`src/logic/ybss_pkg.sv`:
```
package ybss_pkg;
  localparam int NCH = 4;
  localparam int CLK_HZ = 100_000_000;
  localparam int SEC_CYC = CLK_HZ;
  localparam int FLASH_HZ = 2;
  localparam int FLASH_CYC = CLK_HZ / (2 * FLASH_HZ);
  localparam logic [6:0] DELAY_MAX = 7'h63;
  localparam logic [15:0] RUN_RPM = 16'h00AA;
  localparam logic [15:0] STOP_RPM = 16'h008C;
  localparam int KEY_SEQ_LEN = 5;
  localparam logic [3:0] KEY_SEQ0 = 4'h3;
  localparam logic [3:0] KEY_SEQ1 = 4'h1;
  localparam logic [3:0] KEY_SEQ2 = 4'h4;
  localparam logic [3:0] KEY_SEQ3 = 4'h2;
  localparam logic [3:0] KEY_SEQ4 = 4'h5;
  localparam logic [3:0] KEY_TEST = 4'h3;
  localparam logic [3:0] KEY_SETTINGS = 4'h1;
  // register byte offsets
  localparam logic [7:0] REG_CTRL = 8'h00;
  localparam logic [7:0] REG_STATUS = 8'h04;
  localparam logic [7:0] REG_IRQ_STAT = 8'h08;
  localparam logic [7:0] REG_IRQ_MASK = 8'h0C;
  localparam logic [7:0] REG_CHAN = 8'h10;
  localparam logic [7:0] REG_SPEED = 8'h14;
  localparam logic [7:0] REG_KEY = 8'h18;
  // ctrl fields
  localparam int CTRL_DELAY_LSB = 0;
  localparam int CTRL_RUNSRC_BIT = 8;
  localparam int CTRL_LAMP_BIT = 9;
  localparam int CTRL_LASER_BIT = 10;
  localparam int CTRL_FAULT_BIT = 11;
  localparam int CTRL_MODFLT_BIT = 12;
  localparam int CTRL_SELFTEST_BIT = 13;
  localparam int CTRL_STOPCLR_BIT = 14;
  localparam logic [31:0] CTRL_RESET = 32'h0000_0000;
  // irq bits
  localparam int IRQ_BREAK = 0;
  localparam int IRQ_START = 1;
  localparam int IRQ_STOP = 2;
  localparam int IRQ_UNLOCK = 3;
  localparam int NIRQ = 4;
  typedef enum logic [1:0] {
    YBSS_OFF = 2'h0, YBSS_GREEN = 2'h1, YBSS_YELLOW = 2'h2, YBSS_RED = 2'h3
  } ybss_color_t;
endpackage : ybss_pkg

```
`src/logic/ybss_run_detect.sv`:
```
`timescale 1ns/10ps
module ybss_run_detect (
  // clock and reset
  input wire logic pclk,
  input wire logic presetn,
  // sources
  input wire logic run_sel_internal,
  input wire logic run_in_sync,
  input wire logic [15:0] speed_rpm,
  // result
  output logic running
);
  import ybss_pkg::*;
  logic spd_run;
  logic next_spd_run;

  always_comb begin
    next_spd_run = spd_run;
    if (speed_rpm > RUN_RPM) begin
      next_spd_run = 1'b1;
    end else if (speed_rpm < STOP_RPM) begin
      next_spd_run = 1'b0;
    end
    // between thresholds the old decision holds
  end

  always_ff @(posedge pclk or negedge presetn) begin
    if (!presetn) begin
      spd_run <= 1'b0;
    end else begin
      spd_run <= next_spd_run;
    end
  end

  // external level high while machine runs, low when stopped or inching
  assign running = run_sel_internal ? spd_run : run_in_sync;

  hyst_hold_a: assert property (@(posedge pclk) disable iff (!presetn)
    (speed_rpm >= STOP_RPM && speed_rpm <= RUN_RPM) |=> spd_run == $past(spd_run))
    else $error("speed hysteresis not held");
  run_above_a: assert property (@(posedge pclk) disable iff (!presetn)
    (speed_rpm > RUN_RPM) |=> spd_run)
    else $error("run not declared above threshold");
  stop_below_a: assert property (@(posedge pclk) disable iff (!presetn)
    (speed_rpm < STOP_RPM) |=> !spd_run)
    else $error("stop not declared below threshold");
endmodule : ybss_run_detect

```
`src/logic/ybss_supervisor.sv`:
```
`timescale 1ns/10ps
// How it works
// - A common start delay of 0 to 99 whole seconds is held, zero meaning no delay.
// - After the machine starts every channel ignores breaks until the delay has run out.
// - Run source selects external input (default) or internal speed.
// - Internal source declares running once speed is above 170 rpm.
// - Internal source declares stopped once speed is below 140 rpm.
// - Lamp style one lights steadily when stopped not by the monitor and not in test mode.
// - Lamp style one flashes after a monitor stop or in test mode, dark while running.
// - Lamp style two lights only after a monitor stop.
// - With auto switch-off, lasers are off while stopped unless in test mode.
// - Auto switch-off acts on every connected and activated channel and is toggled.
// - System indicator: green, flashing green running, flashing yellow delay, red stop, flashing red fault.
// - Status indicator: green, yellow in self-test, flashing yellow on module fault.
// - Each test key press toggles test mode, except one made inside a settings key sequence.
// - Settings unlock only after the settings key 1 followed by keys 3,1,4,2,5 in order.
// - An active channel above its threshold in normal operation registers a break and stops the machine.
module ybss_supervisor (
  // apb
  input wire logic pclk,
  input wire logic presetn,
  input wire logic psel,
  input wire logic penable,
  input wire logic pwrite,
  input wire logic [7:0] paddr,
  input wire logic [31:0] pwdata,
  output logic [31:0] prdata,
  output logic pready,
  output logic pslverr,
  // machine side
  input wire logic run_in,
  output logic stop_out,
  output logic lamp_out,
  // channels
  input wire logic [ybss_pkg::NCH-1:0] chan_connected,
  input wire logic [ybss_pkg::NCH-1:0] chan_over_level,
  output logic [ybss_pkg::NCH-1:0] laser_on,
  // keypad
  input wire logic key_valid,
  input wire logic [3:0] key_code,
  // indicators and interrupt
  output ybss_pkg::ybss_color_t sys_led,
  output logic sys_led_flash,
  output ybss_pkg::ybss_color_t stat_led,
  output logic stat_led_flash,
  output logic irq
);
  import ybss_pkg::*;

  logic run_m;
  logic run_s;
  logic running;
  logic run_d;
  logic [31:0] ctrl;
  logic [31:0] next_ctrl;
  logic [NCH-1:0] chan_act;
  logic [NCH-1:0] next_chan_act;
  logic [15:0] speed;
  logic [15:0] next_speed;
  logic [NIRQ-1:0] irq_stat;
  logic [NIRQ-1:0] next_irq_stat;
  logic [NIRQ-1:0] irq_mask;
  logic [NIRQ-1:0] next_irq_mask;
  logic test_mode;
  logic next_test_mode;
  logic unlocked;
  logic next_unlocked;
  logic [2:0] key_pos;
  logic [2:0] next_key_pos;
  logic mon_stop;
  logic next_mon_stop;
  logic [NCH-1:0] brk_chan;
  logic [NCH-1:0] next_brk_chan;
  logic [26:0] sec_cnt;
  logic [26:0] next_sec_cnt;
  logic [6:0] delay_left;
  logic [6:0] next_delay_left;
  logic [24:0] fl_cnt;
  logic [24:0] next_fl_cnt;
  logic flash;
  logic next_flash;
  logic wr;
  logic rd;
  logic addr_ok;
  logic delay_active;
  logic [NCH-1:0] brk_now;
  logic [NIRQ-1:0] ev;
  logic [31:0] next_prdata;

  function automatic logic [3:0] seq_key(input logic [2:0] pos);
    unique case (pos)
      3'h0: seq_key = KEY_SEQ0;
      3'h1: seq_key = KEY_SEQ1;
      3'h2: seq_key = KEY_SEQ2;
      3'h3: seq_key = KEY_SEQ3;
      default: seq_key = KEY_SEQ4;
    endcase
  endfunction : seq_key

  // pin input crosses in via two flops
  always_ff @(posedge pclk or negedge presetn) begin
    if (!presetn) begin
      run_m <= 1'b0;
      run_s <= 1'b0;
    end else begin
      run_m <= run_in;
      run_s <= run_m;
    end
  end

  ybss_run_detect u_run (
    .pclk(pclk),
    .presetn(presetn),
    .run_sel_internal(ctrl[CTRL_RUNSRC_BIT]),
    .run_in_sync(run_s),
    .speed_rpm(speed),
    .running(running)
  );

  assign wr = psel && penable && pwrite;
  assign rd = psel && !penable && !pwrite;
  assign addr_ok = paddr == REG_CTRL || paddr == REG_STATUS || paddr == REG_IRQ_STAT
    || paddr == REG_IRQ_MASK || paddr == REG_CHAN || paddr == REG_SPEED || paddr == REG_KEY;
  assign pready = 1'b1;
  assign pslverr = psel && penable && !addr_ok;
  assign delay_active = delay_left != 7'h00;

  // channels only trip when active, running, past the delay, not in test
  // run_d keeps the first running cycle out, before the delay has been loaded
  assign brk_now = (running && run_d && !delay_active && !test_mode) ?
    (chan_over_level & chan_act & chan_connected) : '0;
  assign ev[IRQ_BREAK] = |brk_now && !mon_stop;
  assign ev[IRQ_START] = running && !run_d;
  assign ev[IRQ_STOP] = !running && run_d;
  assign ev[IRQ_UNLOCK] = next_unlocked && !unlocked;

  always_comb begin
    next_ctrl = ctrl;
    next_chan_act = chan_act;
    next_speed = speed;
    next_irq_mask = irq_mask;
    next_irq_stat = irq_stat;
    next_prdata = prdata;
    if (wr && paddr == REG_CTRL) begin
      next_ctrl = pwdata;
      if (pwdata[CTRL_DELAY_LSB +: 7] > DELAY_MAX) begin
        next_ctrl[CTRL_DELAY_LSB +: 7] = DELAY_MAX;
      end
      next_ctrl[CTRL_STOPCLR_BIT] = 1'b0;
    end
    if (wr && paddr == REG_CHAN) begin
      next_chan_act = pwdata[NCH-1:0];
    end
    if (wr && paddr == REG_SPEED) begin
      next_speed = pwdata[15:0];
    end
    if (wr && paddr == REG_IRQ_MASK) begin
      next_irq_mask = pwdata[NIRQ-1:0];
    end
    if (wr && paddr == REG_IRQ_STAT) begin
      next_irq_stat = irq_stat & ~pwdata[NIRQ-1:0];
    end
    next_irq_stat = next_irq_stat | ev; // set wins over clear
    if (rd) begin
      unique case (paddr)
        REG_CTRL: next_prdata = ctrl;
        REG_STATUS: next_prdata = {16'h0000, brk_chan, 1'b0, delay_left,
          unlocked, test_mode, mon_stop, running};
        REG_IRQ_STAT: next_prdata = {{(32-NIRQ){1'b0}}, irq_stat};
        REG_IRQ_MASK: next_prdata = {{(32-NIRQ){1'b0}}, irq_mask};
        REG_CHAN: next_prdata = {{(32-NCH){1'b0}}, chan_act};
        REG_SPEED: next_prdata = {16'h0000, speed};
        default: next_prdata = 32'h0000_0000;
      endcase
    end
  end

  always_comb begin
    next_test_mode = test_mode;
    next_unlocked = unlocked;
    next_key_pos = key_pos;
    if (key_valid) begin
      if (key_code == KEY_TEST && key_pos == 3'h0) begin
        next_test_mode = !test_mode;
      end
      if (key_pos == 3'h0) begin
        if (key_code == KEY_SETTINGS) begin
          next_key_pos = 3'h1;
        end
      end else if (key_code == seq_key(3'(key_pos - 3'h1))) begin
        if (key_pos == 3'(KEY_SEQ_LEN)) begin
          next_unlocked = 1'b1;
          next_key_pos = 3'h0;
        end else begin
          next_key_pos = key_pos + 3'h1;
        end
      end else begin
        next_key_pos = 3'h0; // wrong key, stays locked
      end
    end
    if (wr && paddr == REG_KEY) begin
      next_unlocked = 1'b0;
    end
  end

  always_comb begin
    next_mon_stop = mon_stop;
    next_brk_chan = brk_chan;
    if (|brk_now) begin
      next_mon_stop = 1'b1;
      next_brk_chan = brk_chan | brk_now;
    end else if (wr && paddr == REG_CTRL && pwdata[CTRL_STOPCLR_BIT]) begin
      next_mon_stop = 1'b0;
      next_brk_chan = '0;
    end
    next_sec_cnt = sec_cnt;
    next_delay_left = delay_left;
    if (running && !run_d) begin
      next_delay_left = ctrl[CTRL_DELAY_LSB +: 7];
      next_sec_cnt = 27'(SEC_CYC - 1);
    end else if (!running) begin
      next_delay_left = 7'h00;
    end else if (delay_active) begin
      if (sec_cnt == 27'h0) begin
        next_sec_cnt = 27'(SEC_CYC - 1);
        next_delay_left = delay_left - 7'h01;
      end else begin
        next_sec_cnt = sec_cnt - 27'h1;
      end
    end
    next_fl_cnt = fl_cnt - 25'h1;
    next_flash = flash;
    if (fl_cnt == 25'h0) begin
      next_fl_cnt = 25'(FLASH_CYC - 1);
      next_flash = !flash;
    end
  end

  always_ff @(posedge pclk or negedge presetn) begin
    if (!presetn) begin
      ctrl <= CTRL_RESET; // external run source by default
      chan_act <= '0;
      speed <= 16'h0000;
      irq_mask <= '0;
      irq_stat <= '0;
      prdata <= 32'h0000_0000;
      test_mode <= 1'b0;
      unlocked <= 1'b0;
      key_pos <= 3'h0;
      mon_stop <= 1'b0;
      brk_chan <= '0;
      sec_cnt <= 27'h0;
      delay_left <= 7'h00;
      fl_cnt <= 25'h0;
      flash <= 1'b0;
      run_d <= 1'b0;
    end else begin
      ctrl <= next_ctrl;
      chan_act <= next_chan_act;
      speed <= next_speed;
      irq_mask <= next_irq_mask;
      irq_stat <= next_irq_stat;
      prdata <= next_prdata;
      test_mode <= next_test_mode;
      unlocked <= next_unlocked;
      key_pos <= next_key_pos;
      mon_stop <= next_mon_stop;
      brk_chan <= next_brk_chan;
      sec_cnt <= next_sec_cnt;
      delay_left <= next_delay_left;
      fl_cnt <= next_fl_cnt;
      flash <= next_flash;
      run_d <= running;
    end
  end

  assign irq = |(irq_stat & irq_mask);
  assign stop_out = mon_stop;

  always_comb begin
    if (ctrl[CTRL_LAMP_BIT]) begin
      lamp_out = mon_stop;
    end else if (mon_stop || test_mode) begin
      lamp_out = flash;
    end else begin
      lamp_out = !running;
    end
  end

  // switch-off covers every connected, activated channel
  assign laser_on = (ctrl[CTRL_LASER_BIT] && !running && !test_mode) ? '0 :
    (chan_act & chan_connected);

  always_comb begin
    sys_led = YBSS_GREEN;
    sys_led_flash = 1'b0;
    if (ctrl[CTRL_FAULT_BIT]) begin
      sys_led = YBSS_RED;
      sys_led_flash = 1'b1;
    end else if (mon_stop) begin
      sys_led = YBSS_RED;
    end else if (running && delay_active) begin
      sys_led = YBSS_YELLOW;
      sys_led_flash = 1'b1;
    end else if (running) begin
      sys_led_flash = 1'b1;
    end
    stat_led = YBSS_GREEN;
    stat_led_flash = 1'b0;
    if (ctrl[CTRL_MODFLT_BIT]) begin
      stat_led = YBSS_YELLOW;
      stat_led_flash = 1'b1;
    end else if (ctrl[CTRL_SELFTEST_BIT]) begin
      stat_led = YBSS_YELLOW;
    end
  end

  laser_off_a: assert property (@(posedge pclk) disable iff (!presetn)
    (ctrl[CTRL_LASER_BIT] && !running && !test_mode) |-> laser_on == '0)
    else $error("laser on while stopped");
  no_trip_delay_a: assert property (@(posedge pclk) disable iff (!presetn)
    (delay_active || test_mode) && !mon_stop |=> !mon_stop)
    else $error("break taken during delay or test");
  trip_stop_a: assert property (@(posedge pclk) disable iff (!presetn)
    |brk_now |=> mon_stop && stop_out)
    else $error("break did not stop machine");
  test_toggle_a: assert property (@(posedge pclk) disable iff (!presetn)
    key_valid && key_code == KEY_TEST && key_pos == 3'h0 |=> test_mode != $past(test_mode))
    else $error("test key did not toggle");
  lamp_two_a: assert property (@(posedge pclk) disable iff (!presetn)
    ctrl[CTRL_LAMP_BIT] |-> lamp_out == mon_stop)
    else $error("lamp style two wrong");
  lamp_run_a: assert property (@(posedge pclk) disable iff (!presetn)
    !ctrl[CTRL_LAMP_BIT] && running && !mon_stop && !test_mode |-> !lamp_out)
    else $error("lamp lit while running");
  lamp_steady_a: assert property (@(posedge pclk) disable iff (!presetn)
    !ctrl[CTRL_LAMP_BIT] && !running && !mon_stop && !test_mode |-> lamp_out)
    else $error("lamp dark while stopped");
  delay_max_a: assert property (@(posedge pclk) disable iff (!presetn)
    ctrl[CTRL_DELAY_LSB +: 7] <= DELAY_MAX)
    else $error("start delay above limit");
  unlock_seq_a: assert property (@(posedge pclk) disable iff (!presetn)
    !unlocked ##1 unlocked |-> $past(key_valid) && $past(key_pos) == 3'(KEY_SEQ_LEN))
    else $error("unlocked without full sequence");
  sys_red_a: assert property (@(posedge pclk) disable iff (!presetn)
    mon_stop && !ctrl[CTRL_FAULT_BIT] |-> sys_led == YBSS_RED && !sys_led_flash)
    else $error("system led not red after stop");
  stat_flt_a: assert property (@(posedge pclk) disable iff (!presetn)
    ctrl[CTRL_MODFLT_BIT] |-> stat_led == YBSS_YELLOW && stat_led_flash)
    else $error("status led not flashing on fault");
endmodule : ybss_supervisor

```
`config.mk`:
```
export PLATFORM = sky130hd
export DESIGN_NAME = ybss_supervisor
export DESIGN_NICKNAME = d
export VERILOG_FILES = /design/src/logic/ybss_pkg.sv /design/src/logic/ybss_run_detect.sv /design/src/logic/ybss_supervisor.sv
export SDC_FILE = /design/constraint.sdc
export NUM_CORES = 1
export LEC_CHECK = 0
export BUFFER_PORTS_ARGS = -buffer_cell sky130_fd_sc_hd__buf_2
export CAP_MARGIN = 20
export CORE_ASPECT_RATIO = 1.1
export CORE_UTILIZATION = 40
export DETAILED_ROUTE_END_ITERATION = 12
export PLACE_DENSITY = 0.71
export SYNTH_ARGS = -nofsm -noshare
export SYNTH_HDL_FRONTEND = slang
export SYNTH_SLANG_ARGS = --single-unit
export TNS_END_PERCENT = 5
```
`constraint.sdc`:
```
create_clock -name pclk -period 2.3 [get_ports pclk]
set_clock_uncertainty 0.1 [all_clocks]
set_input_delay 0.345 -clock pclk [delete_from_list [all_inputs] [get_ports pclk]]
set_output_delay 0.345 -clock pclk [all_outputs]
set_load 0.02 [all_outputs]
```
==> summary.md <==
| Metric | Value |
|---|---|
| Status | finished, violations left |
| Failing checks | setup timing |
| Layout cells sized above 1 | 34.1% |
| Routed Antenna Nets | 0 |
| Worst endpoint required time | 2.52 ns |
| GRT Overall Usage | 20.5% |
| Insertion delay to the later sink of the worst-skew pair | 0.44 ns |
| WHS Path Cells | 2 |
| Async SR Flop Fraction | 100% |
| Layout area overhead | 27.1% |
| Crit path buf inv count | 1 |
| Reg2reg path depth | 6 |
| Worst slew pin tran | 0.705 ns |
| Syn_area_per_cell | 10.8 sq um |
| Slew Limit Headroom | 52.8% |
| Final core occ | 51.9% |
| Nature of the critical path startpoint | register |
| Setup ws final | -0.0156 ns |
| Power Dens Cells | 654 mW/mm^2 |
| Max clock buf depth | 2 |
| CP max-delay cell | or4b_4 |
| Final setup violating endpoints | 1 |
| WS Path Type | register to register |
| Port Buffers | 104 |
| Hold Crit Class | input port to register |
| 1st-iter DRT viols | 368 |
| Root Driver | clkbuf_16 |
| Die X | 135 um |
| Synthesized instance count | 726 |
| First-pass GRT wire length | 32.0 mm |
| Drt total wl | 19.5 mm |
| Final GP Congestion | 0.836 |
| Commonest non-fill, non-tap cell in the layout | dfrtp_1 |
| Synthesized cell area | 0.00782 sq mm |
| EDFF count, synth | 0 |
| Cell depth of the worst setup path | 6 |
| Hold Vio Cnt, Final | 0 |
| Sequential-to-total area share from yosys stat | 52.8% |
| Max-Cap Viols | 0 |
| Crit path time final | 2.32 ns |
| Syn_nets | 789 |
| Drt first pass iters | 5 |
| Initial core utilization | 40.8% |
| H-tree levels | 4 |
| Die height | 149 um |
| Diodes inserted | 0 |
| Crit end category | register |
| Lkg Pwr | 4.51 nW |
| CP max FO | 4 |
| Number of global-route vias before repair | 6244 |
| Unrepaired setup endpoints after global routing | yes |
| YS warnings | 0 |
| Final-report max-slew violation count | 0 |
| CTS tree | done |
| Period utilisation layout | 101% |
| Most frequent cells in the layout | dfrtp_1 (164), buf_2 (100), nand2_1 (91) |
| Vias | 6290 |
| TritonCTS Buffers | 17 |
| DIE AREA | 0.0201 sq mm |
| Initial antenna violation count | 0 |
| Vias per inst | 5.46 |
| Largest net degree at the start of global routing | 60 |
| Peak VDD IR | 0.538 mV |
| Critical Path, Cell by Cell | nor4_2, or2b_1, or4b_4, or3_4, buf_6, xnor2_2 |
| Num rows | 53 |
| Arr. time, crit path | 2.53 ns |
| Core box area | 0.0192 sq mm |
| DRC | 0 |
| DP HPWL | 13.8 mm |
| Cell family with most CP delay | simple AND/OR/NAND/NOR gates |
| Synthesized flop and latch total | 165 |
| Most used DFF post-synth | dfrtp_1 |
| # nets final | 956 |
| Worst path max stage delay | 0.50 ns |
| Setup TNS | -0.0156 ns |
| Max Freq | 432 MHz |
| GRT overflow | 0 |
| Worst-path clk slew | 0.08 ns |
| # IOs | 106 |
| Sink Count | 165 |
| Netlist cell types | 67 |
| Drt wl/cell | 16.9 um |
## flip-flops by register name, summed over array words and instances, names as in the netlist, 3 cells and up
name	cells
delay_left	7
irq_stat	4
chan_act	4
brk_chan	4
sec_cnt	27
prdata	32
speed	16
ctrl	31
fl_cnt	25
key_pos	3
irq_mask	4
## kinds of logic (layout without fill, tap and decap cells)
kind of cell             after synthesis  after routing  share of synthesized area, %
adder cells (fa/ha/maj)                4              4                         0.640
AND/OR/NAND/NOR                      271            271                          17.6
multiplexers                          68             68                          9.68
XOR/XNOR                              41             41                          4.69
flip-flops                           165            165                          52.8
other                                  1              1                        0.0479
AO/OA/AOI/OAI                        126            126                          11.9
buffers and inverters                 50            230                          2.64
## stage by stage
stage / cells / hold slack [ns] / worst slack [ns] / total power, W / instance area, sq um
after floorplan: 726 / -0.0506 / -0.0781 / 0.00331 / 7840
after global placement: 1116 / 0.251 / -0.0978 / 0.00360 / 9160
after detailed placement: 1116 / 0.251 / -0.107 / 0.00361 / 9160
after CTS: 1153 / 0.0105 / -0.0324 / 0.00655 / 9890
after global routing: 1153 / 0.0158 / -0.124 / 0.00675 / 9940
final: 1153 / 0.0292 / -0.0156 / 0.00650 / 9940
## power breakdown
part / switching (W) / internal, W / total [W] / leakage, nW
clock network: 0.00142 / 0.00149 / 0.00291 / 0.301
registers: 0.0000895 / 0.00296 / 0.00305 / 2.10
logic: 0.000318 / 0.000217 / 0.000535 / 2.11
## synth_stat cells (3+ instances only)
cell type | instances | area (sq um)
mux2i_1 | 7 | 70.1
nand4_1 | 9 | 56.3
mux2_2 | 61 | 687
buf_2 | 3 | 15.0
a221oi_1 | 4 | 35.0
clkbuf_1 | 29 | 109
nand4b_1 | 4 | 35.0
nand2_1 | 91 | 342
and3_1 | 3 | 18.8
a221o_1 | 4 | 40.0
nor2b_1 | 5 | 31.3
nor3_2 | 4 | 40.0
a21o_1 | 3 | 22.5
a21oi_1 | 8 | 40.0
inv_1 | 14 | 52.6
xor2_1 | 22 | 193
nand3_1 | 22 | 110
a211oi_1 | 6 | 45.0
dfrtp_1 | 165 | 4130
or4_1 | 8 | 60.1
xnor2_1 | 18 | 158
a31oi_1 | 4 | 25.0
nor2_1 | 56 | 210
a22oi_1 | 12 | 90.1
o31ai_1 | 17 | 128
nand3b_1 | 3 | 22.5
o41ai_1 | 4 | 35.0
o21ai_0 | 23 | 115
nand2b_1 | 3 | 18.8
ha_1 | 4 | 50.1
nor4_1 | 16 | 100
or3_1 | 6 | 37.5
o2bb2ai_1 | 4 | 35.0
o211ai_1 | 3 | 22.5
nor3_1 | 22 | 110
a22o_1 | 17 | 149
and4_1 | 3 | 26.3
## layout make-up
type	count	area, sq um
fillers	1693	9230
well taps	247	309
flip-flops and latches	165	4130
clock buffers	17	425
inverters	14	52.6
multi-input cells	511	3590
repair buffers	184	1230
clock inverters	15	199
## worst reg2reg max path: cells and delay by family (launching register included)
kind                   cells  cell delay (ns)
buffers and inverters      1             0.13
XOR/XNOR                   1             0.11
flip-flops                 1             0.40
AND/OR/NAND/NOR            4             1.44
## routing by layer
layer  part of all wire [%]  up-vias  GRT usage, %
li1                       -     2969             -
met1                     44     3135          26.9
met2                     50      157          33.6
met3                    4.4       29          4.36
met4                    2.0        0          7.02
met5                      0        -             0
## timing repair
action                                  4_1_cts  5_1_grt
pin swaps                                     2        1
setup buffers                                 3        0
hold buffers                                  2        0
endpoints found under the hold margin        57        0
resized for setup                            17       13
endpoints found under the setup margin        9       27
## final timing paths
kind	slack (ns)	start	endpoint
worst max-delay path	-0.02	fl_cnt[15]	flash
worst min-delay path	0.03	pwdata[19]	ctrl[19]
worst max register to register	-0.02	fl_cnt[15]	flash
worst min register to register	0.28	run_m	run_s
max in group asynchronous	0.95	presetn	ctrl[8]
min in group asynchronous	0.37	presetn	key_pos[1]
Power figures use the tool's default switching activity.
